`src/verilog/pmsl_regs.svh`:
```
`ifndef PMSL_REGS_SVH
`define PMSL_REGS_SVH

// ------------------------------------------------------------
// clock and timing
// ------------------------------------------------------------
`define PMSL_CLK_KHZ 100000
`define PMSL_STRETCH_MS 25
`define PMSL_LOCKUP_MS 35
// longest stretch and lock-up limit both come out as whole cycles
`define PMSL_STRETCH_CYC (`PMSL_STRETCH_MS * `PMSL_CLK_KHZ)
`define PMSL_LOCKUP_CYC (`PMSL_LOCKUP_MS * `PMSL_CLK_KHZ)
`define PMSL_CNT_W 22
// supported bus rates, standard is the default
`define PMSL_STD_KHZ 100
`define PMSL_FAST_KHZ 400

// ------------------------------------------------------------
// addressing, command ranges, check byte
// ------------------------------------------------------------
`define PMSL_CTRL_PFX 4'hB
`define PMSL_MEM_PFX 4'hA
`define PMSL_BCAST_ADDR 8'h00
`define PMSL_VENDOR_LO 8'hD0
`define PMSL_VENDOR_HI 8'hEF
`define PMSL_CRC_POLY 8'h07
`define PMSL_IDLE_BYTE 8'hFF
`define PMSL_BYTE_BITS 4'h8
`define PMSL_LAST_BIT 4'h7
`define PMSL_BLOCK_MAX 48
`define PMSL_FIFO_DEPTH 16
`define PMSL_VOUT_EXP 9

`endif

```
`src/verilog/pmsl_pkg.sv`:
```
`include "pmsl_regs.svh"

package pmsl_pkg;

    // one-hot bus receiver states
    typedef enum logic [5:0] {
        ST_IDLE = 6'h01,
        ST_RX   = 6'h02,
        ST_ACK  = 6'h04,
        ST_TX   = 6'h08,
        ST_RACK = 6'h10,
        ST_HOLD = 6'h20
    } pmsl_state_e;

    // one received byte as handed to the command logic
    typedef struct packed {
        logic [7:0] data;
        logic cmd;
        logic vendor;
        logic bcast;
        logic crc_ok;
    } pmsl_rx_s;

    // one byte to return on a read
    typedef struct packed {
        logic [7:0] data;
        logic last;
    } pmsl_tx_s;

    // alert trigger classes, levels
    typedef struct packed {
        logic vin_fault;
        logic vout_fault;
        logic iout_oc;
        logic temp;
        logic fan;
        logic comm_err;
        logic pec_err;
        logic bad_cmd;
        logic internal;
    } pmsl_ev_s;

    // packed value word: five-bit exponent over eleven-bit mantissa
    typedef struct packed {
        logic signed [4:0] exponent;
        logic signed [10:0] mantissa;
    } pmsl_linear_s;

    // output voltage words are a plain mantissa with a fixed exponent
    typedef logic [15:0] pmsl_vout_t;

    typedef struct packed {
        pmsl_state_e st;
        logic scl_m;
        logic scl;
        logic scl_q;
        logic sda_m;
        logic sda;
        logic sda_q;
        logic [2:0] asel_m;
        logic [2:0] asel;
        logic en_m;
        logic en;
        logic en_q;
        logic op_q;
        logic [3:0] bits;
        logic [7:0] sh;
        logic is_addr;
        logic is_cmd;
        logic rw;
        logic bcast;
        logic in_xfer;
        logic to_tx;
        logic pec_pend;
        logic mack;
        logic [7:0] crc;
        logic sda_oe;
        logic scl_oe;
        logic low;
        logic [`PMSL_CNT_W-1:0] hold_cnt;
        logic [`PMSL_CNT_W-1:0] low_cnt;
        logic push;
        pmsl_rx_s pdata;
        logic tx_rdy;
        pmsl_ev_s ev_q;
        logic alert_n;
        logic comm;
    } pmsl_core_s;

endpackage

```
`src/verilog/pmsl_slave.sv`:
```
`timescale 1ns/100ps
`include "pmsl_regs.svh"

// ------------------------------------------------------------
// receive buffer
// ------------------------------------------------------------
module pmsl_fifo #(
    parameter int W = 12,
    parameter int D = 16
) (
    input wire logic clk_i,
    input wire logic srst_i,
    input wire logic in_valid_i,
    input wire logic [W-1:0] in_data_i,
    output logic in_ready_o,
    output logic out_valid_o,
    output logic [W-1:0] out_data_o,
    input wire logic out_ready_i
);
    localparam int AW = $clog2(D);

    typedef struct packed {
        logic [AW-1:0] wp;
        logic [AW-1:0] rp;
        logic [AW:0] cnt;
        logic ov;
        logic [W-1:0] od;
        logic ir;
    } pmsl_fifo_st_s;

    logic [W-1:0] mem [D];
    pmsl_fifo_st_s s;
    pmsl_fifo_st_s next_s;
    logic push;
    logic load;

    // output word sits in a register so the reader sees flop outputs
    always_comb begin
        next_s = s;
        push = in_valid_i && s.ir;
        load = (s.cnt != '0) && (!s.ov || out_ready_i);
        if (push) begin
            next_s.wp = s.wp + 1'b1;
        end
        if (load) begin
            next_s.od = mem[s.rp];
            next_s.ov = 1'b1;
            next_s.rp = s.rp + 1'b1;
        end else if (out_ready_i) begin
            next_s.ov = 1'b0;
        end
        next_s.cnt = s.cnt + (AW+1)'(push) - (AW+1)'(load);
        // ready looks at the count after this edge, so a push never overruns
        next_s.ir = next_s.cnt < (AW+1)'(D);
    end

    always_ff @(posedge clk_i) begin
        if (srst_i) begin
            s <= '0;
        end else begin
            s <= next_s;
        end
    end

    // storage has no reset; the count guards every read
    always_ff @(posedge clk_i) begin
        if (push) begin
            mem[s.wp] <= in_data_i;
        end
    end

    assign in_ready_o = s.ir;
    assign out_valid_o = s.ov;
    assign out_data_o = s.od;
endmodule

// ------------------------------------------------------------
// management bus slave
// ------------------------------------------------------------
// What this block does
// RULE_01: acts purely as slave; never starts transfers, only holds clock low.
// RULE_02: clock stretch while busy never exceeds 25 ms.
// RULE_03: host waits out any stretch or delays beyond its maximum.
// RULE_04: stretch starts only after the ninth acknowledge bit, or at start.
// RULE_05: bus held low over 35 ms aborts transfer and releases both lines.
// RULE_06: works at 100 kHz and 400 kHz; 100 kHz is default.
// RULE_07: commands accepted and executed with or without trailing check byte.
// RULE_08: check byte is CRC-8 with polynomial x^8+x^2+x+1.
// RULE_09: CRC covers every byte including write address before repeated start.
// RULE_10: whoever sends the final data byte appends the check byte.
// RULE_11: alert idles high, goes low on any state change, stays latched; the code pulls it low only when a trigger bit rises, not when one falls.
// RULE_12: alert reasserts after clearing if the alarm condition still exists.
// RULE_13: triggers cover voltage, current, temperature, fan, bus, CRC, command, internal.
// RULE_14: alert released by clear-faults, output recycling, or status word read.
// RULE_15: host broadcasts writes only, then reads each supply back.
// RULE_16: host waits over 2 seconds after alert before reading status.
// RULE_17: host reads one device no more than once per second.
// RULE_18: standard write: address, command, up to two data bytes, optional check.
// RULE_19: standard read: command, repeated start, low, high, check, host nacks.
// RULE_20: over two bytes use block framing with count, up to 48 bytes.
// RULE_21: value words carry five-bit exponent over eleven-bit two's-complement mantissa.
// RULE_22: output voltage words use sixteen-bit mantissa with fixed exponent.
// RULE_23: vendor command codes from D0 to EF are recognised.
// RULE_24: controller answers prefix 1011 plus pin bits; all-zero address is write broadcast.
// RULE_25: after lock-up abort, wait for a fresh start before taking bytes.
module pmsl_slave #(
    parameter int STRETCH_CYC = `PMSL_STRETCH_CYC,
    parameter int LOCKUP_CYC = `PMSL_LOCKUP_CYC
) (
    input wire logic clk_i,
    input wire logic srst_i,
    input wire logic scl_i,
    output logic scl_o,
    output logic scl_oe_o,
    input wire logic sda_i,
    output logic sda_o,
    output logic sda_oe_o,
    input wire logic addr_select_bit2_i,
    input wire logic addr_select_bit1_i,
    input wire logic addr_select_bit0_i,
    input wire logic output_enable_pin_i,
    input wire logic op_on_i,
    input wire logic clear_faults_i,
    input wire logic status_word_read_i,
    input wire pmsl_pkg::pmsl_ev_s ev_i,
    output logic rx_valid_o,
    output pmsl_pkg::pmsl_rx_s rx_data_o,
    input wire logic rx_ready_i,
    input wire logic tx_valid_i,
    input wire pmsl_pkg::pmsl_tx_s tx_data_i,
    output logic tx_ready_o,
    output logic alert_n_o
);
    localparam int CW = `PMSL_CNT_W;

    pmsl_pkg::pmsl_core_s s;
    pmsl_pkg::pmsl_core_s next_s;
    pmsl_pkg::pmsl_ev_s ev;
    logic rise;
    logic fall;
    logic start_c;
    logic stop_c;
    logic lockup;
    logic clr;
    logic ev_rise;
    logic fifo_ready;
    logic [7:0] tx_byte;

    // bitwise CRC-8 over one byte, shared by receive and transmit paths
    function automatic logic [7:0] pmsl_crc8(input logic [7:0] c, input logic [7:0] d);
        logic [7:0] r;
        r = c ^ d;
        for (int i = 0; i < 8; i++) begin
            r = r[7] ? ({r[6:0], 1'b0} ^ `PMSL_CRC_POLY) : {r[6:0], 1'b0}; // RULE_08
        end
        return r;
    endfunction

    // edges seen at 100 MHz, far faster than either bus rate
    assign rise = s.scl && !s.scl_q; // RULE_06
    assign fall = !s.scl && s.scl_q;
    assign start_c = s.scl && s.scl_q && s.sda_q && !s.sda;
    assign stop_c = s.scl && s.scl_q && !s.sda_q && s.sda;
    assign lockup = s.low_cnt == CW'(LOCKUP_CYC - 1);

    // internal bus abort counts as a communication error
    always_comb begin
        ev = ev_i;
        ev.comm_err = ev_i.comm_err || s.comm; // RULE_13
    end

    assign ev_rise = |(ev & ~s.ev_q);
    assign clr = clear_faults_i || status_word_read_i || (s.en && !s.en_q) || (op_on_i && !s.op_q);
    assign tx_byte = s.pec_pend ? s.crc :
        (tx_valid_i && s.tx_rdy ? tx_data_i.data : `PMSL_IDLE_BYTE); // RULE_21 RULE_22

    // ------------------------------------------------------------
    // bus engine and alert latch
    // ------------------------------------------------------------
    always_comb begin
        next_s = s;
        next_s.push = 1'b0;
        next_s.comm = 1'b0;
        // pins pass two flops before anything looks at them
        next_s.scl_m = scl_i;
        next_s.scl = s.scl_m;
        next_s.scl_q = s.scl;
        next_s.sda_m = sda_i;
        next_s.sda = s.sda_m;
        next_s.sda_q = s.sda;
        next_s.asel_m = {addr_select_bit2_i, addr_select_bit1_i, addr_select_bit0_i};
        next_s.asel = s.asel_m;
        next_s.en_m = output_enable_pin_i;
        next_s.en = s.en_m;
        next_s.en_q = s.en;
        next_s.op_q = op_on_i;
        next_s.ev_q = ev;

        // a line stuck low counts; any clock rise or both high restarts it
        if ((s.scl && s.sda) || rise) begin
            next_s.low_cnt = '0;
        end else if (!lockup) begin
            next_s.low_cnt = s.low_cnt + 1'b1;
        end

        if (lockup) begin
            next_s.st = pmsl_pkg::ST_IDLE; // RULE_05
            next_s.sda_oe = 1'b0;
            next_s.scl_oe = 1'b0;
            next_s.in_xfer = 1'b0; // RULE_25
            next_s.tx_rdy = 1'b0;
            next_s.comm = 1'b1;
        end else if (stop_c) begin
            next_s.st = pmsl_pkg::ST_IDLE;
            next_s.sda_oe = 1'b0;
            next_s.scl_oe = 1'b0;
            next_s.in_xfer = 1'b0;
            next_s.tx_rdy = 1'b0;
        end else if (start_c) begin
            // a repeated start keeps the running check so reads cover the write part
            next_s.st = pmsl_pkg::ST_RX;
            next_s.bits = '0;
            next_s.is_addr = 1'b1;
            next_s.sda_oe = 1'b0;
            next_s.scl_oe = 1'b0;
            next_s.tx_rdy = 1'b0;
            next_s.pec_pend = 1'b0;
            if (!s.in_xfer) begin
                next_s.crc = '0; // RULE_09
            end
            next_s.in_xfer = 1'b1;
        end else begin
            case (s.st)
                pmsl_pkg::ST_IDLE: begin
                    next_s.sda_oe = 1'b0; // RULE_25
                end
                pmsl_pkg::ST_RX: begin
                    next_s.scl_oe = 1'b0;
                    if (rise) begin
                        next_s.sh = {s.sh[6:0], s.sda};
                        next_s.bits = s.bits + 1'b1;
                    end
                    if (fall && s.bits == `PMSL_BYTE_BITS) begin
                        next_s.crc = pmsl_crc8(s.crc, s.sh); // RULE_09
                        if (s.is_addr) begin
                            // memory prefix belongs to the separate store, not here
                            next_s.bcast = s.sh == `PMSL_BCAST_ADDR;
                            next_s.rw = s.sh[0];
                            if (s.sh[7:1] == {`PMSL_CTRL_PFX, s.asel} ||
                                s.sh == `PMSL_BCAST_ADDR) begin
                                next_s.st = pmsl_pkg::ST_ACK; // RULE_24
                                next_s.sda_oe = 1'b1;
                            end else begin
                                next_s.st = pmsl_pkg::ST_IDLE;
                            end
                        end else begin
                            // every byte goes up; the check byte is flagged, never required
                            next_s.push = 1'b1; // RULE_07
                            next_s.pdata.data = s.sh;
                            next_s.pdata.cmd = s.is_cmd;
                            next_s.pdata.vendor = s.is_cmd && s.sh >= `PMSL_VENDOR_LO &&
                                s.sh <= `PMSL_VENDOR_HI; // RULE_23
                            next_s.pdata.bcast = s.bcast;
                            next_s.pdata.crc_ok = pmsl_crc8(s.crc, s.sh) == 8'h00; // RULE_10
                            next_s.is_cmd = 1'b0;
                            next_s.st = pmsl_pkg::ST_ACK; // RULE_18
                            next_s.sda_oe = 1'b1;
                        end
                    end
                end
                pmsl_pkg::ST_ACK: begin
                    // the ninth bit ends on this fall; only now may the clock be held
                    if (fall) begin
                        next_s.sda_oe = 1'b0;
                        next_s.st = pmsl_pkg::ST_HOLD;
                        next_s.scl_oe = 1'b1; // RULE_04
                        next_s.hold_cnt = '0;
                        next_s.to_tx = s.rw && s.is_addr;
                        next_s.tx_rdy = s.rw && s.is_addr;
                        next_s.is_cmd = s.is_addr && !s.rw;
                        next_s.is_addr = 1'b0;
                    end
                end
                pmsl_pkg::ST_HOLD: begin
                    next_s.hold_cnt = s.hold_cnt + 1'b1;
                    if (s.to_tx) begin
                        if (s.pec_pend || (tx_valid_i && s.tx_rdy) ||
                            s.hold_cnt == CW'(STRETCH_CYC - 1)) begin
                            // the device sent the last data byte, so it owes the check
                            next_s.pec_pend = !s.pec_pend && tx_valid_i && s.tx_rdy &&
                                tx_data_i.last; // RULE_10
                            next_s.tx_rdy = 1'b0;
                            next_s.sh = tx_byte;
                            next_s.crc = pmsl_crc8(s.crc, tx_byte); // RULE_19
                            next_s.sda_oe = !tx_byte[7];
                            next_s.bits = '0;
                            next_s.st = pmsl_pkg::ST_TX;
                        end
                    end else if (fifo_ready || s.hold_cnt == CW'(STRETCH_CYC - 1)) begin
                        // a full buffer stalls the host, but never past the limit
                        next_s.bits = '0; // RULE_02
                        next_s.st = pmsl_pkg::ST_RX;
                    end
                end
                pmsl_pkg::ST_TX: begin
                    // data moved one cycle before the clock is let go
                    next_s.scl_oe = 1'b0; // RULE_01
                    if (fall) begin
                        if (s.bits == `PMSL_LAST_BIT) begin
                            next_s.st = pmsl_pkg::ST_RACK;
                            next_s.sda_oe = 1'b0;
                        end else begin
                            next_s.sh = {s.sh[6:0], 1'b0};
                            next_s.sda_oe = !s.sh[6];
                            next_s.bits = s.bits + 1'b1;
                        end
                    end
                end
                pmsl_pkg::ST_RACK: begin
                    if (rise) begin
                        next_s.mack = !s.sda;
                    end
                    if (fall) begin
                        if (s.mack) begin
                            next_s.st = pmsl_pkg::ST_HOLD; // RULE_20
                            next_s.scl_oe = 1'b1;
                            next_s.hold_cnt = '0;
                            next_s.to_tx = 1'b1;
                            next_s.tx_rdy = !s.pec_pend;
                        end else begin
                            next_s.st = pmsl_pkg::ST_IDLE; // RULE_19
                        end
                    end
                end
                default: begin
                    next_s.st = pmsl_pkg::ST_IDLE;
                    next_s.sda_oe = 1'b0;
                    next_s.scl_oe = 1'b0;
                end
            endcase
        end

        // a new trigger wins over a clear in the same cycle
        next_s.alert_n = !(ev_rise || (clr ? |ev : !s.alert_n)); // RULE_11 RULE_12 RULE_14
    end

    always_ff @(posedge clk_i) begin
        if (srst_i) begin
            s <= '0;
            s.st <= pmsl_pkg::ST_IDLE;
            s.alert_n <= 1'b1;
            s.scl_m <= 1'b1;
            s.scl <= 1'b1;
            s.scl_q <= 1'b1;
            s.sda_m <= 1'b1;
            s.sda <= 1'b1;
            s.sda_q <= 1'b1;
            // start as on, so leaving reset is never taken for an off-to-on clear
            s.en_m <= 1'b1;
            s.en <= 1'b1;
            s.en_q <= 1'b1;
            s.op_q <= 1'b1;
        end else begin
            s <= next_s;
        end
    end

    pmsl_fifo #(
        .W($bits(pmsl_pkg::pmsl_rx_s)),
        .D(`PMSL_FIFO_DEPTH)
    ) u_rx_fifo (
        .clk_i(clk_i),
        .srst_i(srst_i),
        .in_valid_i(s.push),
        .in_data_i(s.pdata),
        .in_ready_o(fifo_ready),
        .out_valid_o(rx_valid_o),
        .out_data_o(rx_data_o),
        .out_ready_i(rx_ready_i)
    );

    // open-drain lines only ever pull low
    assign scl_o = s.low;
    assign sda_o = s.low;
    assign scl_oe_o = s.scl_oe;
    assign sda_oe_o = s.sda_oe;
    assign tx_ready_o = s.tx_rdy;
    assign alert_n_o = s.alert_n;
endmodule

```
`config.mk`:
```
export PLATFORM = sky130hd
export DESIGN_NAME = pmsl_slave
export DESIGN_NICKNAME = d
export VERILOG_FILES = /design/src/verilog/pmsl_pkg.sv /design/src/verilog/pmsl_slave.sv
export VERILOG_INCLUDE_DIRS = /design/src /design/src/verilog
export SDC_FILE = /design/constraint.sdc
export NUM_CORES = 1
export LEC_CHECK = 0
export BUFFER_PORTS_ARGS = -buffer_cell sky130_fd_sc_hd__clkbuf_2
export CAP_MARGIN = 15
export CORE_MARGIN = 1
export CORE_UTILIZATION = 50
export DETAILED_ROUTE_END_ITERATION = 12
export PLACE_DENSITY_LB_ADDON = 0.12
export RECOVER_POWER = 50
export SETUP_SLACK_MARGIN = 0.4
export SLEW_MARGIN = 20
export SYNTH_ARGS = -nofsm -noshare
export SYNTH_HDL_FRONTEND = slang
export SYNTH_SLANG_ARGS = --single-unit
```
`constraint.sdc`:
```
create_clock -name clk_i -period 6.46 [get_ports clk_i]
set_input_delay 1.292 -clock clk_i [delete_from_list [all_inputs] [get_ports clk_i]]
set_output_delay 1.292 -clock clk_i [all_outputs]
set_load 0.01 [all_outputs]
```
Word-level counts from Yosys, hierarchy flattened
Memory sizes are Yosys's and may differ from the RTL's. A register that Yosys moved wholly into a read port is not among the register bits.
Cells that the tools add are included.
{"block": "classes", "n_addsub": 7, "n_mux": 84, "n_lt_le_gt_ge": 3, "n_reduce_logical": 83, "eq_ne": 38, "bitwise": 29}
{"cell": "$mux W22", "count": 3}
{"cell": "$pmux W22 S3", "count": 1}
{"cell": "$mux W3", "count": 19}
{"cell": "$mux W6", "count": 9}
{"cell": "$mux W12", "count": 4}
{"cell": "$not A3 Y3", "count": 16}
{"cell": "$add A22 B1 Y22 const B", "count": 2}
{"cell": "$eq A22 B22 Y1 const B", "count": 2}
{"cell": "$ne A3 B3 Y1 const B", "count": 12}
{"cell": "$pmux W12 S3", "count": 1}
{"cell": "$pmux W6 S6", "count": 1}
{"cell": "$reduce_and A7 Y1", "count": 5}
{"cell": "$mux W8", "count": 4}
{"cell": "$mux W9", "count": 3}
{"cell": "$ne A2 B2 Y1 const B", "count": 13}
{"cell": "$mux W1", "count": 24}
{"cell": "$reduce_and A8 Y1", "count": 3}
{"cell": "$logic_and A1 B1 Y1", "count": 21}
{"cell": "$reduce_and A6 Y1", "count": 3}
{"cell": "$reduce_or A9 Y1", "count": 2}
{"cell": "$logic_not A8 Y1", "count": 2}
{"cell": "$pmux W8 S2", "count": 1}
{"cell": "$reduce_bool A2 Y1", "count": 8}
{"cell": "$xor A8 B8 Y8", "count": 2}
{"cell": "other kinds (38)", "count": 83}
{"block": "totals", "ram_bits": 192, "reg_bits": 136, "inputBits": 31, "output_inout_bits": 19, "word_cells": 297, "memories": 1}
{"name": "u_rx_fifo.mem", "words": 16, "width": 12, "rd": 1, "rd_ports_with_merged_regs": 1, "wr": 1, "line": "pmsl_slave.sv:31", "text": "logic [W-1:0] mem [D];"}

Depth between registers and ports, before layout
Gate-level depths: netlist of the first run.
{"block": "logic_depth", "depth_word": 24, "depth_mapped": 14, "depth_no_buf": 12}

Cells and area by module
From an unflattened synthesis of the first run, not the netlist that was laid out.
{"block": "unflattened", "hier_cells": 1178, "hier_area_um2": 14870.5}
{"module": "pmsl_fifo", "seq_area_each_um2": 6306.0, "n_inst": 1, "area_each_um2": 8679.6, "cells_each": 443}
{"module": "pmsl_slave", "seq_area_each_um2": 2422.3, "n_inst": 1, "area_each_um2": 6190.9, "cells_each": 735}

Least setup slack after synthesis of the first run
OpenSTA, ideal clock, no wires.
{"block": "synth_path", "path_type": "in2reg", "from": "in rx_ready_i", "to": "reg u_rx_fifo.s[18] (netlist bit)", "setup_slack_ns": 2.723, "stages": 12, "arrival_ns": 3.609, "t_required_ns": 6.332, "path_buffers": 2, "cell_sequence": "nand2b_1 -> nor2b_1 -> clkbuf_1 -> clkbuf_1 -> ha_1 -> inv_1 -> ha_1 -> fa_1 -> a21oi_1 -> o21bai_1 -> xnor2_1 -> nor2b_1"}
{"block": "synth_via", "elab_chain_cells": 3}
{"item": "start: declaration", "line": "pmsl_slave.sv:128", "text": "input wire logic rx_ready_i,"}
{"item": "$logic_or A1 B1 Y1", "line": "pmsl_slave.sv:41", "text": "load = (s.cnt != '0) && (!s.ov || out_ready_i);"}
{"item": "$logic_and A1 B1 Y1", "line": "pmsl_slave.sv:41"}
{"item": "named net u_rx_fifo.load", "line": "pmsl_slave.sv:35", "text": "logic load;"}
{"item": "$sub A5 B1 Y5", "line": "pmsl_slave.sv:52", "text": "next_s.cnt = s.cnt + (AW+1)'(push) - (AW+1)'(load);"}
{"item": "end signal: assignment", "line": "pmsl_slave.sv:61", "text": "s <= next_s;"}
{"item": "end: declaration", "line": "pmsl_slave.sv:32", "text": "pmsl_fifo_st_s s;"}
The timed path passes the listed nets, and every way through them passes these cells.
A chain may end at the register's enable or synchronous reset.

Worst setup path in the final report of the first run
{"block": "layout_path", "from": "reg s[41] (netlist bit)", "to": "reg s[21] (netlist bit)"}
{"block": "layout_via", "elab_chain_cells": 3}
{"item": "start: declaration", "line": "pmsl_slave.sv:136", "text": "pmsl_pkg::pmsl_core_s s;"}
{"item": "start signal: assignment", "line": "pmsl_slave.sv:364", "text": "s <= next_s;"}
{"item": "$eq A22 B22 Y1", "line": "pmsl_slave.sv:164", "text": "assign lockup = s.low_cnt == CW'(LOCKUP_CYC - 1);"}
{"item": "$not A1 Y1 (no line)"}
{"item": "$reduce_and A6 Y1 (no line)"}
Every way passes these cells.

==> results.rst, run 1 <==
.. list-table::
   :header-rows: 1

   * - Metric
     - Value
   * - Count of clock tree sinks
     - 340
   * - Maximum fanout along the worst path
     - 15
   * - GP Congestion
     - 0.835
   * - Drt drc
     - 0
   * - Core Box Area
     - 28900 um^2
   * - Biggest cell delay along the critical path
     - 0.83 ns
   * - First-pass GRT wire length
     - 48600 um
   * - Count of final max-slew check failures
     - 0
   * - Crit path cell chain
     - or4b_1, nor4_1, nand3_1, nand3_1, mux2i_1, nor2_1
   * - Slew of the pin with the lowest slew margin
     - 1.03 ns
   * - Diodes inserted
     - 0
   * - Unrepaired setup endpoints after global routing
     - false
   * - Maximum clock path buffer count
     - 3
   * - Top cell family by delay on the critical path
     - simple AND/OR/NAND/NOR gates
   * - Total via count after detailed routing
     - 9079
   * - Syn Std Cell Area
     - 14800 um^2
   * - Register bit total from synthesis
     - 340
   * - Hold Buf Count CTS
     - 0
   * - Post-Route Utilization
     - 57.2%
   * - HPWL after DPL
     - 19000 um
   * - Peak VDD IR
     - 197 uV
   * - Global-route usage over all layers
     - 20.4%
   * - Final net count
     - 1248
   * - Buffer cell driving the clock tree root
     - sky130_fd_sc_hd__clkbuf_16
   * - Flip-flop cell with the highest count after synthesis
     - sky130_fd_sc_hd__edfxtp_1
   * - Number of iterations in the first detailed-routing pass
     - 5
   * - Fraction of the cycle the final worst path needs
     - 48.2%
   * - Portion of the post-synthesis area used by sequential elements
     - 58.9%
   * - Initial Util
     - 51.2%
   * - Insertion delay of the later-clocked pin in the worst-skew pair
     - 0.52 ns
   * - Final Hold Viols
     - 0
   * - Buffers added on ports
     - 47
   * - Vias per std cell
     - 5.64
   * - Layout overhead on the synthesized area
     - 11.7%
   * - Max Clock Skew
     - 0.0173 ns
   * - TritonCTS buffer count
     - 37
   * - H-tree levels
     - 2
   * - Vert. Die Dim
     - 174 um
   * - Number of buffer and inverter instances along the worst setup path
     - 0
   * - GRT Residual Overflow
     - 0
   * - Number of cell rows
     - 62
   * - P per Cell Area
     - 321 nW/um^2
   * - Count of maximum capacitance violations
     - 0
   * - Setup-failing EPs final
     - 0
   * - Startpoint types
     - flip-flop
   * - Number of synthesized flops with an enable pin
     - 192
   * - Async set or reset register ratio after synthesis
     - 0%
   * - Critical path capture point type
     - flip-flop
   * - Drt initial violations
     - 652
   * - CP max stage cell
     - sky130_fd_sc_hd__nand3_1
   * - Share of final-layout standard cells stronger than drive strength 1
     - 16.9%
   * - Die Footprint
     - 30300 um^2
   * - Outcome
     - finished clean
   * - Min-Delay Path Class
     - reg2reg
   * - Summed area of non-filler cells in the final layout
     - 16500 um^2
   * - Instance area at placement
     - 15300 um^2
   * - Die width
     - 174 um
   * - Most frequent cell on the critical path
     - sky130_fd_sc_hd__nand3_1
   * - Pin count of the biggest net entering global routing
     - 90
   * - Clock transition at the registers of the reported paths
     - 0.06 ns
   * - Final Routed Wirelength
     - 30100 um
   * - Highest attainable clock frequency
     - 321 MHz
   * - Leak
     - 0.00567 uW
   * - Total power of the final layout
     - 5310 uW
   * - Average cell area after synthesis
     - 12.6 um^2
   * - Number of global-route vias before repair
     - 8777
   * - Kind of critical path
     - reg2reg
   * - Post-route ant nets
     - 0
   * - Summed negative setup slack over all endpoints
     - 0 ns
   * - Number of library cell types mapped by synthesis
     - 69
   * - Cells after Synth
     - 1178
   * - Post-route non-filler standard cell count
     - 1610
   * - Average wire length per cell after detail routing
     - 18.7 um
   * - Boundary pin count
     - 50
   * - Final period demand of the worst path
     - 3.12 ns
   * - Total placed cells including tap cells
     - 1544
   * - Arrival time reported for the critical path endpoint
     - 3.47 ns
   * - Clock tree from TritonCTS
     - done
   * - Number of antenna violations at the first check in global routing
     - 0
   * - Post-cts repair resize count
     - 0
   * - Tightest slew margin relative to the limit
     - 31.4%
   * - Count of synthesis-stage warnings from yosys
     - 0
   * - Number of setup buffers added after CTS
     - 0
   * - Data required time of the worst path
     - 6.82 ns
-- synth_stat cells, drive strengths merged, types with 3 or more instances --
cell type / instances / area [um^2]
a211oi: 3 / 22.5
a21o: 7 / 52.6
a21oi: 53 / 265
a311oi: 4 / 35.0
a31oi: 4 / 25.0
a32o: 3 / 30.0
and2: 6 / 37.5
and3: 14 / 87.6
and4: 3 / 26.3
buf: 31 / 185
clkbuf: 51 / 191
dfxtp: 148 / 2960
edfxtp: 192 / 5770
ha: 16 / 200
inv: 31 / 116
mux2: 3 / 33.8
mux2i: 33 / 330
mux4: 60 / 1350
nand2: 56 / 210
nand2b: 12 / 75.1
nand3: 34 / 170
nand3b: 7 / 52.6
nand4: 13 / 81.3
nor2: 113 / 424
nor2b: 13 / 81.3
nor3: 33 / 165
nor3b: 5 / 37.5
nor4: 10 / 83.8
nor4b: 5 / 43.8
o2111ai: 4 / 35.0
o211ai: 4 / 30.0
o21a: 3 / 22.5
o21ai: 31 / 155
o22ai: 6 / 37.5
o2bb2ai: 6 / 52.6
o31ai: 15 / 113
or2: 10 / 62.6
or3: 14 / 87.6
or3b: 3 / 28.8
or4: 19 / 146
xnor2: 47 / 412
xor2: 32 / 280
-- logic make-up after synthesis --
kind of cell	count (synthesis)	share of synthesized area, %
muxes	96	11.6
other	1	0.0253
AOI/OAI and AO/OA	158	6.91
DFF	340	58.9
and+or+nand+nor	374	13.1
buffers and inverters	113	3.33
adders and majority gates	17	1.49
xor gates and xnor gates	79	4.67
-- final timing paths --
| check | start | endpoint | slack, ns | depth (start not counted) |
|---|---|---|---|---|
| worst max-delay path | s[41]$_SDFFE_PP0N_ | s[21]$_SDFFE_PP0P_ | 3.34 | 6 |
| worst min-delay path | next_s[111]$_SDFF_PP1_ | next_s[110]$_SDFF_PP1_ | 0.41 | 1 |
| worst max register to register | s[41]$_SDFFE_PP0N_ | s[21]$_SDFFE_PP0P_ | 3.34 | 6 |
| worst min register to register | next_s[111]$_SDFF_PP1_ | next_s[110]$_SDFF_PP1_ | 0.41 | 1 |
-- registers in the layout, indices dropped and copies added (netlist names) --
name	cells
alert_n_o	1
next_s	9
s	108
scl_oe_o	1
sda_oe_o	1
tx_ready_o	1
u_rx_fifo.in_ready_o	1
u_rx_fifo.mem	192
u_rx_fifo.out_data_o	12
u_rx_fifo.out_valid_o	1
u_rx_fifo.s	13
-- layout make-up --
class | count | area [um^2]
Sequential cell | 340 | 8730
Tap cell | 384 | 480
Inverter | 31 | 116
Clock inverter | 20 | 220
Timing Repair Buffer | 64 | 363
Clock buffer | 45 | 987
Multi-Input combinational cell | 726 | 5640
Fill cell | 2363 | 12400
-- per-layer routing --
metal  GRT usage, %  routed length [um]
met2           34.0               14300
met3           3.04                1440
met1           27.9               13800
met4           5.52                 588
met5              0                   0
-- stage by stage --
| step | setup slack (ns) | hold WS, ns |
|---|---|---|
| final | 3.34 | 0.408 |
| after CTS | 3.29 | 0.410 |
| after global routing | 2.93 | 0.427 |
| after detailed placement | 2.91 | 0.396 |
| after global placement | 2.93 | 0.392 |
| after floorplan | 2.72 | 0.389 |
-- power by group --
group	internal, uW	switching [uW]
sequential	2330	45.6
combinational	442	401
clock	1250	835
total	4030	1280
-- layout by cell type, fill, tap and decap left out, drive strengths merged, types with 5 or more instances in the layout --
cell	Yosys	routed
a21o	7	7
a21oi	53	53
and2	6	6
and3	14	14
buf	31	12
clkbuf	51	97
clkinv	0	14
dfxtp	148	148
edfxtp	192	192
ha	16	16
inv	31	32
mux2i	33	33
mux4	60	60
nand2	56	56
nand2b	12	12
nand3	34	34
nand3b	7	7
nand4	13	13
nor2	113	113
nor2b	13	13
nor3	33	33
nor3b	5	5
nor4	10	10
nor4b	5	5
o21ai	31	31
o22ai	6	6
o2bb2ai	6	6
o31ai	15	15
or2	10	10
or3	14	14
or4	19	19
xnor2	47	47
xor2	32	32
Note: power is estimated with default switching activity, not from simulation.
==> run 2: changes to the inputs <==
Clock period 6.46 ns to 3.2 ns, I/O delays scaled along.
==> results.rst, run 2 (synthesis gave the netlist of run 1 again) <==
.. list-table::
   :header-rows: 1

   * - Metric
     - Value
   * - Max FFs per register
     - 192 (unchanged)
   * - Summed negative setup slack over all endpoints
     - 0 ns (unchanged)
   * - Highest attainable clock frequency
     - 366 MHz (+14%)
   * - Peak VDD IR
     - 332 uV (+68%)
   * - Post-route non-filler standard cell count
     - 1632 (+1.4%)
   * - Fillers
     - 2354 (-0.38%)
   * - Die width
     - 174 um (unchanged)
   * - Post-route ant nets
     - 0 (unchanged)
   * - Boundary pin count
     - 50 (unchanged)
   * - Critical path capture point type
     - flip-flop
   * - Outcome
     - finished clean
   * - Vias per std cell
     - 5.65 (+0.16%)
   * - HPWL after DPL
     - 19800 um (+4.5%)
   * - Leading cell type in the layout, fill and taps excluded
     - sky130_fd_sc_hd__edfxtp_1
   * - Fraction of the cycle the final worst path needs
     - 85.3% (+37 points)
   * - Final Hold Viols
     - 0 (unchanged)
   * - Unrepaired setup endpoints after global routing
     - false
   * - Total placed cells including tap cells
     - 1562 (+1.2%)
   * - Count of final max-slew check failures
     - 0 (unchanged)
   * - Maximum clock path buffer count
     - 3 (unchanged)
   * - Diodes inserted
     - 0 (unchanged)
   * - Layout overhead on the synthesized area
     - 12.6%
   * - Final net count
     - 1268 (+1.6%)
   * - H-tree levels
     - 2 (unchanged)
   * - Largest Register
     - u_rx_fifo.mem
   * - Total via count after detailed routing
     - 9218 (+1.5%)
   * - Startpoint types
     - flip-flop
   * - Number of buffer and inverter instances along the worst setup path
     - 0 (unchanged)
   * - Min-Delay Path Class
     - in2reg
   * - Pin count of the biggest net entering global routing
     - 62 (-31%)
   * - Final Routed Wirelength
     - 30600 um (+1.5%)
   * - Drt drc
     - 0 (unchanged)
   * - Crit path cell chain
     - or4_4, or3b_4, o221a_4, or4_1, nor3_1, nor3_1
   * - GRT Residual Overflow
     - 0 (unchanged)
   * - Commonest non-fill, non-tap cells in the layout
     - sky130_fd_sc_hd__edfxtp_1, sky130_fd_sc_hd__dfxtp_1, sky130_fd_sc_hd__nor2_1
   * - Maximum fanout along the worst path
     - 9 (-6)
   * - Slew of the pin with the lowest slew margin
     - 1.42 ns (+0.391 ns)
   * - First-pass GRT wire length
     - 49300 um (+1.4%)
   * - Average wire length per cell after detail routing
     - 18.7 um (+0.11%)
   * - Tightest slew margin relative to the limit
     - 5.29% (-26 points)
   * - Number of cell rows
     - 62 (unchanged)
   * - Setup-failing EPs final
     - 0 (unchanged)
   * - CP max stage cell
     - sky130_fd_sc_hd__or4_1
   * - Share of final-layout standard cells stronger than drive strength 1
     - 16.7% (-0.22 points)
   * - Clock tree from TritonCTS
     - done
   * - Data required time of the worst path
     - 3.53 ns (-3.29 ns)
   * - Arrival time reported for the critical path endpoint
     - 3.06 ns (-0.41 ns)
   * - Drt initial violations
     - 682 (+4.6%)
   * - Final period demand of the worst path
     - 2.73 ns (-0.385 ns)
   * - Core Box Area
     - 28900 um^2 (unchanged)
   * - TritonCTS buffer count
     - 37 (unchanged)
   * - Leak
     - 0.00574 uW (+1.1%)
   * - Vert. Die Dim
     - 174 um (unchanged)
   * - P per Cell Area
     - 639 nW/um^2 (+99%)
   * - Count of maximum capacitance violations
     - 0 (unchanged)
   * - Largest registers
     - u_rx_fifo.mem x192, s x108, u_rx_fifo.s x13
   * - Kind of critical path
     - reg2reg
   * - Die Footprint
     - 30300 um^2 (unchanged)
   * - Number of antenna violations at the first check in global routing
     - 0 (unchanged)
   * - Number of iterations in the first detailed-routing pass
     - 5 (unchanged)
   * - GP Congestion
     - 0.899 (+7.7%)
   * - Global-route usage over all layers
     - 20.7% (+0.25 points)
   * - Clock transition at the registers of the reported paths
     - 0.06 ns (about the same)
   * - Count of clock tree sinks
     - 340 (unchanged)
   * - Biggest cell delay along the critical path
     - 0.60 ns (-0.23 ns)
   * - Most frequent cell on the critical path
     - sky130_fd_sc_hd__nor3_1
   * - Area used by multi-input combinational logic
     - 5650 um^2 (+0.22%)
   * - Top cell family by delay on the critical path
     - simple AND/OR/NAND/NOR gates
   * - Number of global-route vias before repair
     - 8984 (+2.4%)
   * - Register cell area after layout
     - 8730 um^2 (about the same)
   * - Buffer cell driving the clock tree root
     - sky130_fd_sc_hd__clkbuf_16
   * - Max Clock Skew
     - 0.0234 ns (+0.00610 ns)
   * - Initial Util
     - 51.2% (unchanged)
   * - Buffers added on ports
     - 47 (unchanged)
   * - Insertion delay of the later-clocked pin in the worst-skew pair
     - 0.52 ns (about the same)
run 2: changes by cell type in the layout (fill, tap and decap cells not counted), sizes merged:
cell,previous run,this run
buf,12,34
bufinv,4,2
clkbuf,97,106
clkinv,14,8
inv,32,31
run 2: routing by layer:
| metal | wire length, um | track usage [%] | part of all wire (%) | vias up |
|---|---|---|---|---|
| li1 | - | - | - | 4446 |
| met1 | 14000 | 28.4 | 46 | 4544 |
| met2 | 14800 | 34.3 | 48 | 189 |
| met3 | 1290 | 3.26 | 4.2 | 39 |
| met4 | 482 | 5.19 | 1.6 | 0 |
| met5 | 0 | 0 | 0 | - |
run 2: layout make-up:
class	instances	area share [%]
repair buffers	84	3.03
flip-flops and latches	340	52.3
multi-input cells	726	33.9
inverters	31	0.697
clock buffers	56	6.47
well taps	384	2.88
clock inverters	11	0.697
run 2: path summary, 6_finish.rpt:
| path | startpoint | end | slack, ns | cells past startpoint |
|---|---|---|---|---|
| max reg2reg | s[120]$_SDFFE_PP0P_ | s[93]$_SDFFE_PP0P_ | 0.47 | 6 |
| max | s[120]$_SDFFE_PP0P_ | s[93]$_SDFFE_PP0P_ | 0.47 | 6 |
| min | sda_i | next_s[111]$_SDFF_PP1_ | 0.31 | 2 |
| min reg2reg | next_s[111]$_SDFF_PP1_ | next_s[110]$_SDFF_PP1_ | 0.41 | 1 |
run 2: worst register-to-register path: cells and delay by family, from the launching register on:
kind / cells / cell delay (ns)
AOI/OAI and AO/OA: 1 / 0.29
and+or+nand+nor: 5 / 1.85
DFF: 1 / 0.41
run 2: per-stage QoR:
stage	hold slack [ns]	cell area, um^2	setup WS [ns]	power [uW]	util, %
finish	0.310	16700	0.469	10700	57.7
global route	0.292	16700	0.351	11200	57.7
CTS	0.286	16700	0.533	10800	57.6
detailed placement	0.396	15500	0.560	6650	53.5
global placement	0.395	15500	0.596	6620	53.5
floorplan	0.389	14800	0.417	6280	-
run 2: repair_timing:
item                                    in CTS  in global routing
hold buffers                                 0                  0
endpoints found under the setup margin       0                 14
gates resized for setup                      0                  4
setup buffers                                0                  3
run 2: where the power goes:
part | switching [uW] | total, uW | internal, uW
sequential | 139 | 4850 | 4710
clock | 1660 | 4160 | 2500
combinational | 777 | 1670 | 890
